## config.mk

```make
export PLATFORM = sky130hd
export DESIGN_NAME = dwss_core
export DESIGN_NICKNAME = d
export VERILOG_FILES = /design/src/core/dwss_pkg.sv /design/src/core/dwss_shift_if.sv /design/src/core/dwss_barrel.sv /design/src/core/dwss_core.sv
export SDC_FILE = /design/constraint.sdc
export NUM_CORES = 1
export LEC_CHECK = 0
export BUFFER_PORTS_ARGS = -buffer_cell sky130_fd_sc_hd__buf_2
export CORE_ASPECT_RATIO = 1.75
export CORE_UTILIZATION = 30
export CTS_BUF_LIST = sky130_fd_sc_hd__clkbuf_4
export CTS_CLUSTER_SIZE = 8
export DETAILED_ROUTE_END_ITERATION = 8
export PLACE_DENSITY = 0.46
export SLEW_MARGIN = 10
export SYNTH_ARGS = -nofsm -noshare
export SYNTH_HDL_FRONTEND = slang
export SYNTH_SLANG_ARGS = --single-unit
```

## constraint.sdc

```tcl
create_clock -name clk_sys_in -period 2.2 [get_ports clk_sys_in]
set_input_delay 0 -clock clk_sys_in [delete_from_list [all_inputs] [get_ports clk_sys_in]]
set_output_delay 0 -clock clk_sys_in [all_outputs]
set_load 0.005 [all_outputs]
```

## src/core/dwss_pkg.sv

```systemverilog
// Shared constants and types for the write saturation and shifter datapath
package dwss_pkg;
  // Datapath widths
  localparam int ACC_W  = 40;
  localparam int WORD_W = 16;
  localparam int EXT_W  = 24;
  localparam int SUM_W  = 25;
  localparam int CNT_W  = 6;
  localparam int AMT_W  = 5;

  // Accumulator field positions
  localparam int ACC_SIGN_BIT = 39;
  localparam int HI_LSB       = 16;
  localparam int HI_MSB       = 31;
  localparam int LO_MSB       = 15;
  localparam int GUARD_LSB    = 32;

  // Saturation thresholds on the rounded 24-bit word, clamp values and the rounding half point
  localparam logic [EXT_W-1:0]  SAT_HI_IN  = 24'h007fff;
  localparam logic [EXT_W-1:0]  SAT_LO_IN  = 24'hff8000;
  localparam logic [WORD_W-1:0] SAT_POS    = 16'h7fff;
  localparam logic [WORD_W-1:0] SAT_NEG    = 16'h8000;
  localparam logic [WORD_W-1:0] ROUND_HALF = 16'h8000;

  // Shift count limit and X bus placement
  localparam logic [CNT_W-1:0] SHIFT_MAX  = 6'h10;
  localparam int               XBUS_R_LSB = 16;
  localparam int               XBUS_PAD_W = 8;

  // Shifter operand sources
  typedef enum logic [1:0] {
    SRC_ACC_A = 2'h0,
    SRC_ACC_B = 2'h1,
    SRC_XBUS  = 2'h3
  } dwss_src_type;
endpackage : dwss_pkg

```

## src/core/dwss_shift_if.sv

```systemverilog
// Interface between the datapath top and the barrel shifter
`timescale 1ns/10ps
interface dwss_shift_if;
  import dwss_pkg::*;
  logic [ACC_W-1:0] operand;
  logic [AMT_W-1:0] amount;
  logic             left;
  logic             arith;
  logic [ACC_W-1:0] result;

  modport core (output operand, output amount, output left,
                output arith, input result);
  modport unit (input operand, input amount, input left,
                input arith, output result);
endinterface : dwss_shift_if

```

## src/core/dwss_barrel.sv

```systemverilog
// Combinational 40-bit barrel shifter, one operation per cycle
`timescale 1ns/10ps
module dwss_barrel
  import dwss_pkg::*;
(
  dwss_shift_if.unit sh
);
  logic [ACC_W-1:0] right_val;
  logic [ACC_W-1:0] left_val;

  // Right shift keeps the sign only when arithmetic is asked for
  assign right_val = sh.arith ?
                     ACC_W'($signed(sh.operand) >>> sh.amount) :
                     (sh.operand >> sh.amount);
  assign left_val  = sh.operand << sh.amount;
  // Amount zero falls through both paths untouched
  assign sh.result = sh.left ? left_val : right_val;
endmodule : dwss_barrel

```

## src/core/dwss_core.sv

```systemverilog
// Data write saturation stage and barrel shifter datapath top
`timescale 1ns/10ps
module dwss_core
  import dwss_pkg::*;
(
  input  wire logic              clk_sys_in,
  input  wire logic              rst_n_in,
  input  wire logic [ACC_W-1:0]  acc_a_in,
  input  wire logic [ACC_W-1:0]  acc_b_in,
  input  wire logic [WORD_W-1:0] xbus_in,
  input  wire logic              data_write_saturate_enable_in,
  input  wire logic              store_valid_in,
  input  wire logic              store_acc_sel_in,
  input  wire logic              store_round_in,
  input  wire logic              store_convergent_in,
  input  wire logic              shift_valid_in,
  input  wire logic [1:0]        shift_src_in,
  input  wire logic [CNT_W-1:0]  shift_count_in,
  input  wire logic              shift_arith_in,
  output logic                   store_valid_out,
  output logic [WORD_W-1:0]      store_data_out,
  output logic                   store_sat_out,
  output logic                   shift_valid_out,
  output logic [ACC_W-1:0]       shift_result_out,
  output logic [WORD_W-1:0]      shift_word_out,
  output logic                   shift_unsup_out
);

  // ---------------- Store path: round then saturate
  logic [ACC_W-1:0]  st_acc;
  logic [WORD_W-1:0] acc_low_word;
  logic [WORD_W-1:0] acc_high_word;
  logic [EXT_W-1:0]  acc_ext;
  logic              acc_sign;
  logic              low_ge_half;
  logic              low_is_half;
  logic              round_inc;
  logic [SUM_W-1:0]  round_sum;
  logic [WORD_W-1:0] round_word;
  logic              over_pos;
  logic              over_neg;
  logic              sat_pos_hit;
  logic              sat_neg_hit;
  logic [WORD_W-1:0] next_store_data;
  logic              next_store_sat;

  // Pick the accumulator being stored; it is only read, never written
  assign st_acc        = store_acc_sel_in ? acc_b_in : acc_a_in;
  assign acc_low_word  = st_acc[LO_MSB:0];
  assign acc_high_word = st_acc[HI_MSB:HI_LSB];
  assign acc_ext       = st_acc[ACC_W-1:HI_LSB];
  assign acc_sign      = st_acc[ACC_SIGN_BIT];

  // Round increment: conventional on low half, convergent ties to even
  assign low_ge_half = (acc_low_word >= ROUND_HALF);
  assign low_is_half = (acc_low_word == ROUND_HALF);
  assign round_inc   = store_round_in &&
                       (store_convergent_in ?
                        ((low_ge_half && !low_is_half) ||
                         (low_is_half && st_acc[HI_LSB])) :
                        low_ge_half);

  // One extra bit so the round adder carry is seen as overflow
  assign round_sum  = {acc_ext[EXT_W-1], acc_ext} +
                      {{(SUM_W-1){1'b0}}, round_inc};
  assign round_word = round_sum[WORD_W-1:0];

  // Range tests against the signed 24-bit limits of a 1.15 word
  assign over_pos = $signed(round_sum) >
                    $signed({SAT_HI_IN[EXT_W-1], SAT_HI_IN});
  assign over_neg = $signed(round_sum) <
                    $signed({SAT_LO_IN[EXT_W-1], SAT_LO_IN});

  // Source sign decides which clamp applies; this also clamps the rare case
  // where rounding alone lifts a value, as the sign bit rules it
  assign sat_pos_hit = data_write_saturate_enable_in &&
                       !acc_sign && over_pos;
  assign sat_neg_hit = data_write_saturate_enable_in &&
                       acc_sign && over_neg;

  // Clamp or pass; enable clear always passes the rounded word
  assign next_store_data = sat_pos_hit ? SAT_POS :
                           sat_neg_hit ? SAT_NEG :
                           round_word;
  assign next_store_sat  = sat_pos_hit || sat_neg_hit;

  // Stored word is registered one cycle after the request
  always_ff @(posedge clk_sys_in or negedge rst_n_in) begin
    if (!rst_n_in) begin
      store_valid_out <= 1'b0;
      store_data_out  <= '0;
      store_sat_out   <= 1'b0;
    end else begin
      store_valid_out <= store_valid_in;
      if (store_valid_in) begin
        store_data_out <= next_store_data;
        store_sat_out  <= next_store_sat;
      end
    end
  end

  // ---------------- Shift path
  dwss_shift_if sh ();

  logic              cnt_neg;
  logic [CNT_W-1:0]  cnt_mag;
  logic              cnt_unsup;
  logic              xbus_sel;
  logic              x_ext;
  logic [ACC_W-1:0]  x_right_op;
  logic [ACC_W-1:0]  x_left_op;
  logic [ACC_W-1:0]  next_operand;
  logic [WORD_W-1:0] next_word;

  // Signed count: sign gives direction, magnitude gives distance
  assign cnt_neg   = shift_count_in[CNT_W-1];
  assign cnt_mag   = cnt_neg ? CNT_W'(-shift_count_in) :
                     shift_count_in;
  // Larger counts are not defined; shifter then passes the operand
  assign cnt_unsup = (cnt_mag > SHIFT_MAX);

  // X bus lands in bits 31:16 for right shifts, bits 15:0 for left
  assign xbus_sel   = (shift_src_in == SRC_XBUS);
  assign x_ext      = shift_arith_in && xbus_in[WORD_W-1];
  assign x_right_op = {{XBUS_PAD_W{x_ext}}, xbus_in,
                       {XBUS_R_LSB{1'b0}}};
  assign x_left_op  = {{(ACC_W-WORD_W){1'b0}}, xbus_in};

  // Operand select; an unused source code reads accumulator A
  assign next_operand = xbus_sel ?
                        (cnt_neg ? x_left_op : x_right_op) :
                        (shift_src_in == SRC_ACC_B) ?
                        acc_b_in : acc_a_in;

  assign sh.operand = next_operand;
  assign sh.amount  = cnt_unsup ? '0 : cnt_mag[AMT_W-1:0];
  assign sh.left    = cnt_neg;
  assign sh.arith   = shift_arith_in;

  dwss_barrel dwss_barrel_inst (
    .sh (sh.unit)
  );

  // 16-bit word result taken from the lane the X bus came in on
  assign next_word = cnt_neg ? sh.result[WORD_W-1:0] :
                     sh.result[HI_MSB:HI_LSB];

  // Result registered each cycle, so one shift per clock
  always_ff @(posedge clk_sys_in or negedge rst_n_in) begin
    if (!rst_n_in) begin
      shift_valid_out  <= 1'b0;
      shift_result_out <= '0;
      shift_word_out   <= '0;
      shift_unsup_out  <= 1'b0;
    end else begin
      shift_valid_out <= shift_valid_in;
      if (shift_valid_in) begin
        shift_result_out <= sh.result;
        shift_word_out   <= next_word;
        shift_unsup_out  <= cnt_unsup;
      end
    end
  end
endmodule : dwss_core

```

==> results of run 1 <==
-- placed cells by master, fill, tap and decap left out, types with 9 or more instances in the layout --
cell type | synthesis | layout
buf_4 | 10 | 550
buf_2 | 62 | 173
nor2_1 | 159 | 148
nand2_1 | 125 | 117
nand3_1 | 108 | 81
dfrtp_1 | 76 | 76
a21oi_1 | 100 | 64
a31oi_1 | 70 | 60
o21ai_0 | 98 | 55
buf_6 | 4 | 50
mux2i_1 | 53 | 45
o211ai_1 | 45 | 45
nand2b_1 | 42 | 41
buf_12 | 0 | 34
a21oi_2 | 0 | 32
o21ai_1 | 7 | 25
nor3_1 | 38 | 25
nand3_2 | 1 | 23
nand3b_1 | 21 | 21
o21ai_2 | 1 | 19
o22ai_1 | 26 | 16
nand4_1 | 15 | 15
a211oi_2 | 3 | 14
xnor2_1 | 14 | 13
a211oi_1 | 29 | 13
mux2_2 | 15 | 12
buf_8 | 1 | 11
a22oi_2 | 0 | 10
dlygate4sd3_1 | 0 | 10
inv_1 | 12 | 9
o221ai_1 | 17 | 9
a311oi_1 | 11 | 9
clkbuf_4 | 0 | 9
-- power by group through the flow --
| stage | registers (uW) | clock network, uW | logic, uW |
|---|---|---|---|
| after floorplan | 1840 | 0 | 2720 |
| after global placement | 1820 | 0 | 5860 |
| after detailed placement | 1830 | 0 | 5860 |
| after CTS | 1810 | 1380 | 6250 |
| after global routing | 1840 | 1430 | 7310 |
| final | 1810 | 1360 | 6980 |
-- through the flow --
stage | worst slack (ps) | utilization | TNS [ps] | hold slack [ps] | cell area (sq um)
floorplan | -825 | - | -25140 | -296 | 11500
global placement | -1370 | 0.480 | -59630 | -18.1 | 16800
detailed placement | -1390 | 0.480 | -60650 | -13.9 | 16800
CTS | -442 | 0.514 | -6830 | 12.6 | 18000
global route | -570 | 0.557 | -10050 | 71.9 | 19500
finish | -405 | 0.557 | -6500 | 37.3 | 19500
-- worst max path at each step --
stage	startpoint	endpoint	slack [ps]
global route	acc_a_in[6]	store_data_out[9]	-570
detailed placement	acc_b_in[6]	store_data_out[15]	-1390
CTS	acc_b_in[3]	store_data_out[15]	-440
finish	acc_b_in[6]	store_data_out[9]	-400
floorplan	store_acc_sel_in	store_data_out[5]	-820
global placement	acc_b_in[6]	store_data_out[15]	-1370
-- cells by family (layout without fill, tap and decap cells) --
logic type	after synthesis	count (layout)	share of synthesized area
other	0	1	0
buffers and inverters	159	870	0.0707
AOI/OAI and AO/OA	590	590	0.393
adders and majority gates	3	3	0.00352
DFF	76	76	0.178
xor gates and xnor gates	24	24	0.0204
and+or+nand+nor	575	575	0.264
muxes	70	70	0.0699
-- worst reg2reg max path: stages (launching register included) --
cell       delay [ps]
dfrtp_1           430
nor2b_1           160
nor2_1            170
a2bb2oi_2          70
-- layer usage --
metal	GRT usage	wire length (um)
met5	0	0
met1	0.379	23900
met2	0.677	36100
met4	0.293	6550
met3	0.0531	3560
-- registers in the layout, summed over array words and instances, names as in the netlist --
name	count
store_valid_out	1
store_sat_out	1
shift_result_out	40
store_data_out	16
shift_word_out	16
shift_unsup_out	1
shift_valid_out	1
-- final cells by class --
type / count / area share
Inverter: 15 / 0.00391
Clock inverter: 6 / 0.00704
Multi-Input combinational cell: 1262 / 0.510
Tap cell: 465 / 0.0298
Antenna cell: 1 / 0.000128
Sequential cell: 76 / 0.0973
Timing Repair Buffer: 840 / 0.349
Clock buffer: 9 / 0.00346
-- repair_timing --
item                                    CTS  global route
resized for setup                       120           247
pin swaps                                49           105
hold endpoints to repair                 99             0
setup buffers                            30            41
endpoints found under the setup margin   67            73
hold buffers                             11             0
cloned                                    4             8
==> flow_summary_export.csv, run 1 <==
group,metric,value,unit
drt,drtAntennaViolNets,0,
power_and_ir_drop,power,10100,uW
global_routing,overflow,0,
sta,fmax,0.384,GHz
yosys,synth_common_cells,"nor2_1, nand2_1, nand3_1",
sta,min_period_over_period,1.18,
worst_hold_path,hold_depth,6,
setup_path,crit_type,"in2reg",
die,io_pins,189,
setup_path,cp.depth,19,
setup_path,worstSetupEndpointType,"flop",
sta,final_max_slew_viol_count,0,
final_layout,drive_gt1_frac,0.535,
yosys,synthCells,1497,
power_and_ir_drop,seqPwrFrac,0.178,
drt,avgRoutedWirePerCell,26.2,um
worst_hold_path,min_to,"store_data_out[8]",
run_status,status,"complete, but fails checks",
power_and_ir_drop,p_leak,0.00823,uW
sta,grt_setup_unrepaired,"true",
clock_tree,cts_made_buffers,9,
run_status,failed_checks,"negative setup slack",
global_routing,grt_pass1_vias,15700,
power_and_ir_drop,power.density,519,nW/um^2
power_and_ir_drop,p_int,5540,uW
final_layout,fin_cells,2674,
clock_tree,clk_pin_slew,150,ps
clock_tree,cts_tree,"yes",
sta,max_slew_margin,0.540,
setup_path,path_cells,"buf_6 > nor4_4 > buf_4 > nand4_1 > nor4_2 > o21ai_1 > and3_4 > ha_4 > ha_4 > inv_4 > a221oi_4 > nand2_2 > buf_4 > xnor2_1 > o41ai_2 > nand4_1 > a31oi_4 > clkbuf_16 > o22ai_1",
place,place_congestion,1.01,
clock_tree,clock-root-buffer,"clkbuf_4",
power_and_ir_drop,p_comb_frac,0.688,
power_and_ir_drop,p_sw,4610,uW
yosys,synth.top_cell.area_share,0.178,
place,io_buffers,188,
global_routing,grt_pass1_wl,99800,um
worst_hold_path,min_path_type,"in2reg",
power_and_ir_drop,clkPwrFrac,0.134,
yosys,synth_edf_count,0,
drt,dr.pass1.iters,5,
setup_path,r2r_slack,1270,ps
power_and_ir_drop,max-vdd-ir-drop,0.284,mV
clock_tree,clock-sinks,76,
setup_path,slowest_stage,"nor4_4",
setup_path,max_stage_delay,330,ps
setup_path,rr_startpoint,"store_data_out[15]",
worst_hold_path,min_from,"acc_a_in[23]",
die,die_area,36300,sq um
yosys,synth_area_leaders,"dfrtp_1, nor2_1, nand3_1",
global_routing,grt.total_usage,0.375,
setup_path,critPathArrivalTime,3030,ps
yosys,yosysMostFrequentCell,"nor2_1",
clock_tree,htreeDepth,3,
yosys,yosysTopAreaCell,"dfrtp_1",
drt,vias,15800,
clock_tree,clock_path_buffers,2,
run,drv_cap,0,
die,die_x,144,um
setup_path,cp_num_buf_inv,5,
die,start_util,0.304,
setup_path,r2r_end,"store_data_out[15]",
die,dieHeight,251,um
yosys,avgSynthCellArea,7.12,sq um
yosys,ys.flop_type,"dfrtp_1",
sta,tightest_slew,687,ps
sta,setup_viol_count_final,23,
power_and_ir_drop,swShare,0.454,
final_layout,multi_input_area,9960,sq um
setup_path,cp_max_fo,8,
setup_path,path_delay_family,"simple AND/OR/NAND/NOR gates",
drt,drc_errors,0,
yosys,ys_seq_area_frac,0.178,
global_routing,grt_max_degree,85,
final_layout,final-seq-area,1900,sq um
sta,finalCriticalPeriod,2600,ps
drt,viasPerCell,5.93,
setup_path,required,2620,ps
yosys,yosys_warnings,0,
yosys,ys_async_sr_fraction,1.00,
place,place_inst,2580,
die,core,35100,sq um
yosys,synth_area,10700,sq um
yosys,ys_seq_elements,76,
yosys,ys_types,98,
final_layout,nets,2320,
global_routing,antenna_found_initial,1,
final_layout,area_growth,83.3,%
final_layout,fillers,3440,
setup_path,startpoint_type,"input port",
sta,setup_slack,-405,ps
sta,hold_viol,0,
setup_path,reg2reg_depth,3,
yosys,syn_nets,1613,
die,rows,91,
drt,drt_iter0_drc,839,
drt,wl,70200,um
clock_tree,clk_latency,540,ps
sta,skew,0,ps
place,dpl.hpwl,56000,um
Power figures use the tool's default switching activity.
==> run 2: changes to the inputs <==
--- a/config.mk
+++ b/config.mk
@@ -15,4 +15,5 @@
 export SLEW_MARGIN = 10
 export SYNTH_ARGS = -nofsm -noshare
 export SYNTH_HDL_FRONTEND = slang
+export SYNTH_HIERARCHICAL = 1
 export SYNTH_SLANG_ARGS = --single-unit
==> run 2 against run 1 <==
The flow still finishes with violations (negative setup slack); final cell count fell by 17%; combinational power rose by 5.9%; synthesized area fell by 4.4%; non-clock buffer count fell by 159; first-iteration DRC count fell by 5.7%; clock skew did not move; wire length fell by 19%; register-to-register slack got worse by 290 ps; die area fell by 4.3%; critical endpoint is now shift_result_out[29]; largest cell class unchanged.
==> flow_summary_export.csv, run 2 <==
group,metric,value,unit
run_status,status,"complete, but fails checks",
run_status,failed_checks,"negative setup slack",
clock_tree,clk_pin_slew,180,ps
sta,fin_hold_ws,54.8,ps
power_and_ir_drop,p_sw,4610,uW
power_and_ir_drop,clkPwrFrac,0.121,
drt,viasPerCell,5.62,
setup_path,path_cells,"buf_12 > inv_12 > ha_4 > o21ai_2 > mux2i_1 > a32oi_1 > o31ai_2 > nand2_2 > nor2_4 > buf_12 > buf_16 > buf_8 > mux4_2 > mux4_2 > a211oi_2 > a21oi_2 > mux2_4",
final_layout,fin_cells,2208,
yosys,ys.flop_type,"dfrtp_1",
global_routing,grt-busiest-layer,"met2",
yosys,yosys_warnings,6,
final_layout,reg.largest.list,"shift_result_out: 40 flops, shift_word_out: 16 flops, store_data_out: 16 flops",
power_and_ir_drop,p_leak,0.00756,uW
drt,drt_iter0_drc,791,
die,die_x,141,um
final_layout,top_register,"shift_result_out",
place,dpl.hpwl,45800,um
global_routing,grt_pass1_wl,82900,um
sta,hold_viol,0,
clock_tree,clk_latency,520,ps
sta,setup_slack,-786,ps
global_routing,grt_max_degree,76,
setup_path,slowest_stage,"mux4_2",
clock_tree,clock_path_buffers,2,
yosys,synthCells,1153,
final_layout,final_common_cell,"buf_4",
clock_tree,cts_made_buffers,9,
yosys,synth.top_cell.area_share,0.187,
yosys,synth_area_leaders,"dfrtp_1, mux4_2, mux2i_1",
final_layout,drive_gt1_frac,0.597,
drt,avgRoutedWirePerCell,25.8,um
global_routing,grtUsageMet1,0.321,
drt,drc_errors,0,
clock_tree,clock-sinks,76,
place,place_congestion,1.02,
power_and_ir_drop,p_int,6040,uW
power_and_ir_drop,power.density,616,nW/um^2
power_and_ir_drop,p_comb_frac,0.694,
yosys,synth_common_cells,"nor2_1, mux2i_1, nand2_1",
die,start_util,0.303,
yosys,ys_types,86,
sta,max_slew_margin,0.527,
sta,finalCriticalPeriod,2990,ps
setup_path,critPathArrivalTime,3400,ps
clock_tree,cts_tree,"yes",
drt,drtAntennaViolNets,0,
setup_path,crit_type,"in2reg",
setup_path,max_stage_delay,560,ps
drt,dr.pass1.iters,5,
yosys,ys_seq_area_frac,0.187,
yosys,syn_nets,1269,
final_layout,fillers,3306,
yosys,yosysTopAreaCell,"dfrtp_1",
yosys,avgSynthCellArea,8.84,sq um
drt,wl,56900,um
sta,final_max_slew_viol_count,0,
global_routing,grt.total_usage,0.329,
yosys,ys_async_sr_fraction,1.00,
sta,tightest_slew,707,ps
power_and_ir_drop,max-vdd-ir-drop,0.312,mV
die,core,33600,sq um
clock_tree,clock-root-buffer,"clkbuf_4",
sta,fmax,0.335,GHz
setup_path,required,2620,ps
global_routing,use_met2,0.628,
final_layout,largest_register_ffs,40,
yosys,synth_area,10200,sq um
yosys,synth_edf_count,0,
final_layout,nets,1862,
power_and_ir_drop,swShare,0.433,
power_and_ir_drop,seqPwrFrac,0.185,
die,rows,89,
global_routing,grt_pass1_vias,12800,
sta,min_period_over_period,1.36,
setup_path,cp_max_fo,6,
yosys,ys_seq_elements,76,
die,io_pins,189,
place,io_buffers,188,
setup_path,worstSetupEndpointType,"flop",
die,die_area,34700,sq um
drt,vias,12400,
setup_path,path_delay_family,"multiplexers",
place,place_inst,2135,
setup_path,startpoint_type,"input port",
yosys,yosysMostFrequentCell,"nor2_1",
global_routing,overflow,0,
run,drv_cap,0,
global_routing,antenna_found_initial,2,
sta,setup_viol_count_final,73,
clock_tree,htreeDepth,3,
setup_path,cp_num_buf_inv,5,
die,dieHeight,246,um
global_routing,gr-usage-met3,0.0364,
sta,skew,0,ps
final_layout,area_growth,69.5,%
final_layout,final_cell_mix,"buf_4, buf_2, nor2_1",
worst_hold_path,min_path_type,"in2reg",
sta,grt_setup_unrepaired,"true",
[run 2: final timing paths]
kind,from,end,slack (ps),cells after the start
worst max register to register,shift_unsup_out,shift_unsup_out,980,3
max in group asynchronous,rst_n_in,shift_result_out[13],1410,4
min in group asynchronous,rst_n_in,shift_word_out[15],440,4
worst max-delay path,shift_count_in[1],shift_result_out[29],-790,17
worst min register to register,shift_result_out[28],shift_result_out[28],520,1
worst min-delay path,acc_a_in[21],store_data_out[5],50,5
[run 2: kinds of logic (layout without fill, tap and decap cells)]
kind of cell | Yosys count | in the layout | synth area share
simple gates | 397 | 397 | 0.178
fa+ha+maj | 3 | 3 | 0.00368
other cells | 0 | 2 | 0
xor+xnor | 21 | 21 | 0.0188
buf+inv | 116 | 714 | 0.0581
flops | 76 | 76 | 0.187
mux | 249 | 249 | 0.344
compound gates | 291 | 291 | 0.211
[run 2: routing by layer]
layer	routed length [um]	part of all wire
met1	19300	0.34
met2	30400	0.53
met3	1840	0.032
met4	5390	0.095
met5	0	0
[run 2: final cells by class]
type,instances,area [sq um],share of cell area
antenna,2,5.00,0.000290
sequential,76,1900,0.110
clock inverter,6,111,0.00644
multi-input combinational,961,9180,0.531
inverter,17,83.8,0.00485
tap,455,569,0.0329
clock buffer,10,75.1,0.00434
timing repair buffer,681,5360,0.310
[run 2: tightest hold or removal path, cell delays in order]
cell      delay (ps)
buf_2            100
buf_4            120
mux2i_1           90
xor2_1           190
o311ai_2         100
[run 2: metrics by stage]
stage / utilization / area [sq um] / setup WS, ps / setup TNS (ps) / total power [uW]
2_1_floorplan: - / 10400 / -870 / -52910 / 4850
3_3_place_gp: 0.443 / 14900 / -1760 / -95120 / 8060
3_5_place_dp: 0.443 / 14900 / -1780 / -95900 / 8070
4_1_cts: 0.492 / 16600 / -718 / -37820 / 10200
5_1_grt: 0.514 / 17300 / -871 / -48990 / 11200
6_report: 0.514 / 17300 / -786 / -41130 / 10600
[run 2: what timing repair did]
item / 4_1_cts / 5_1_grt
setup endpoints to repair: 73 / 73
gates resized for setup: 205 / 134
endpoints found under the hold margin: 101 / 0
hold buffers: 11 / 0
pin swaps: 66 / 62
gates cloned: 5 / 1
buffers inserted: 34 / 18
[run 2: power by group through the flow]
stage	clock network, uW	registers (uW)	logic, uW
floorplan	0	2000	2860
global placement	0	1990	6070
detailed placement	0	2000	6070
CTS	1340	1980	6860
global route	1370	2020	7760
finish	1290	1970	7390
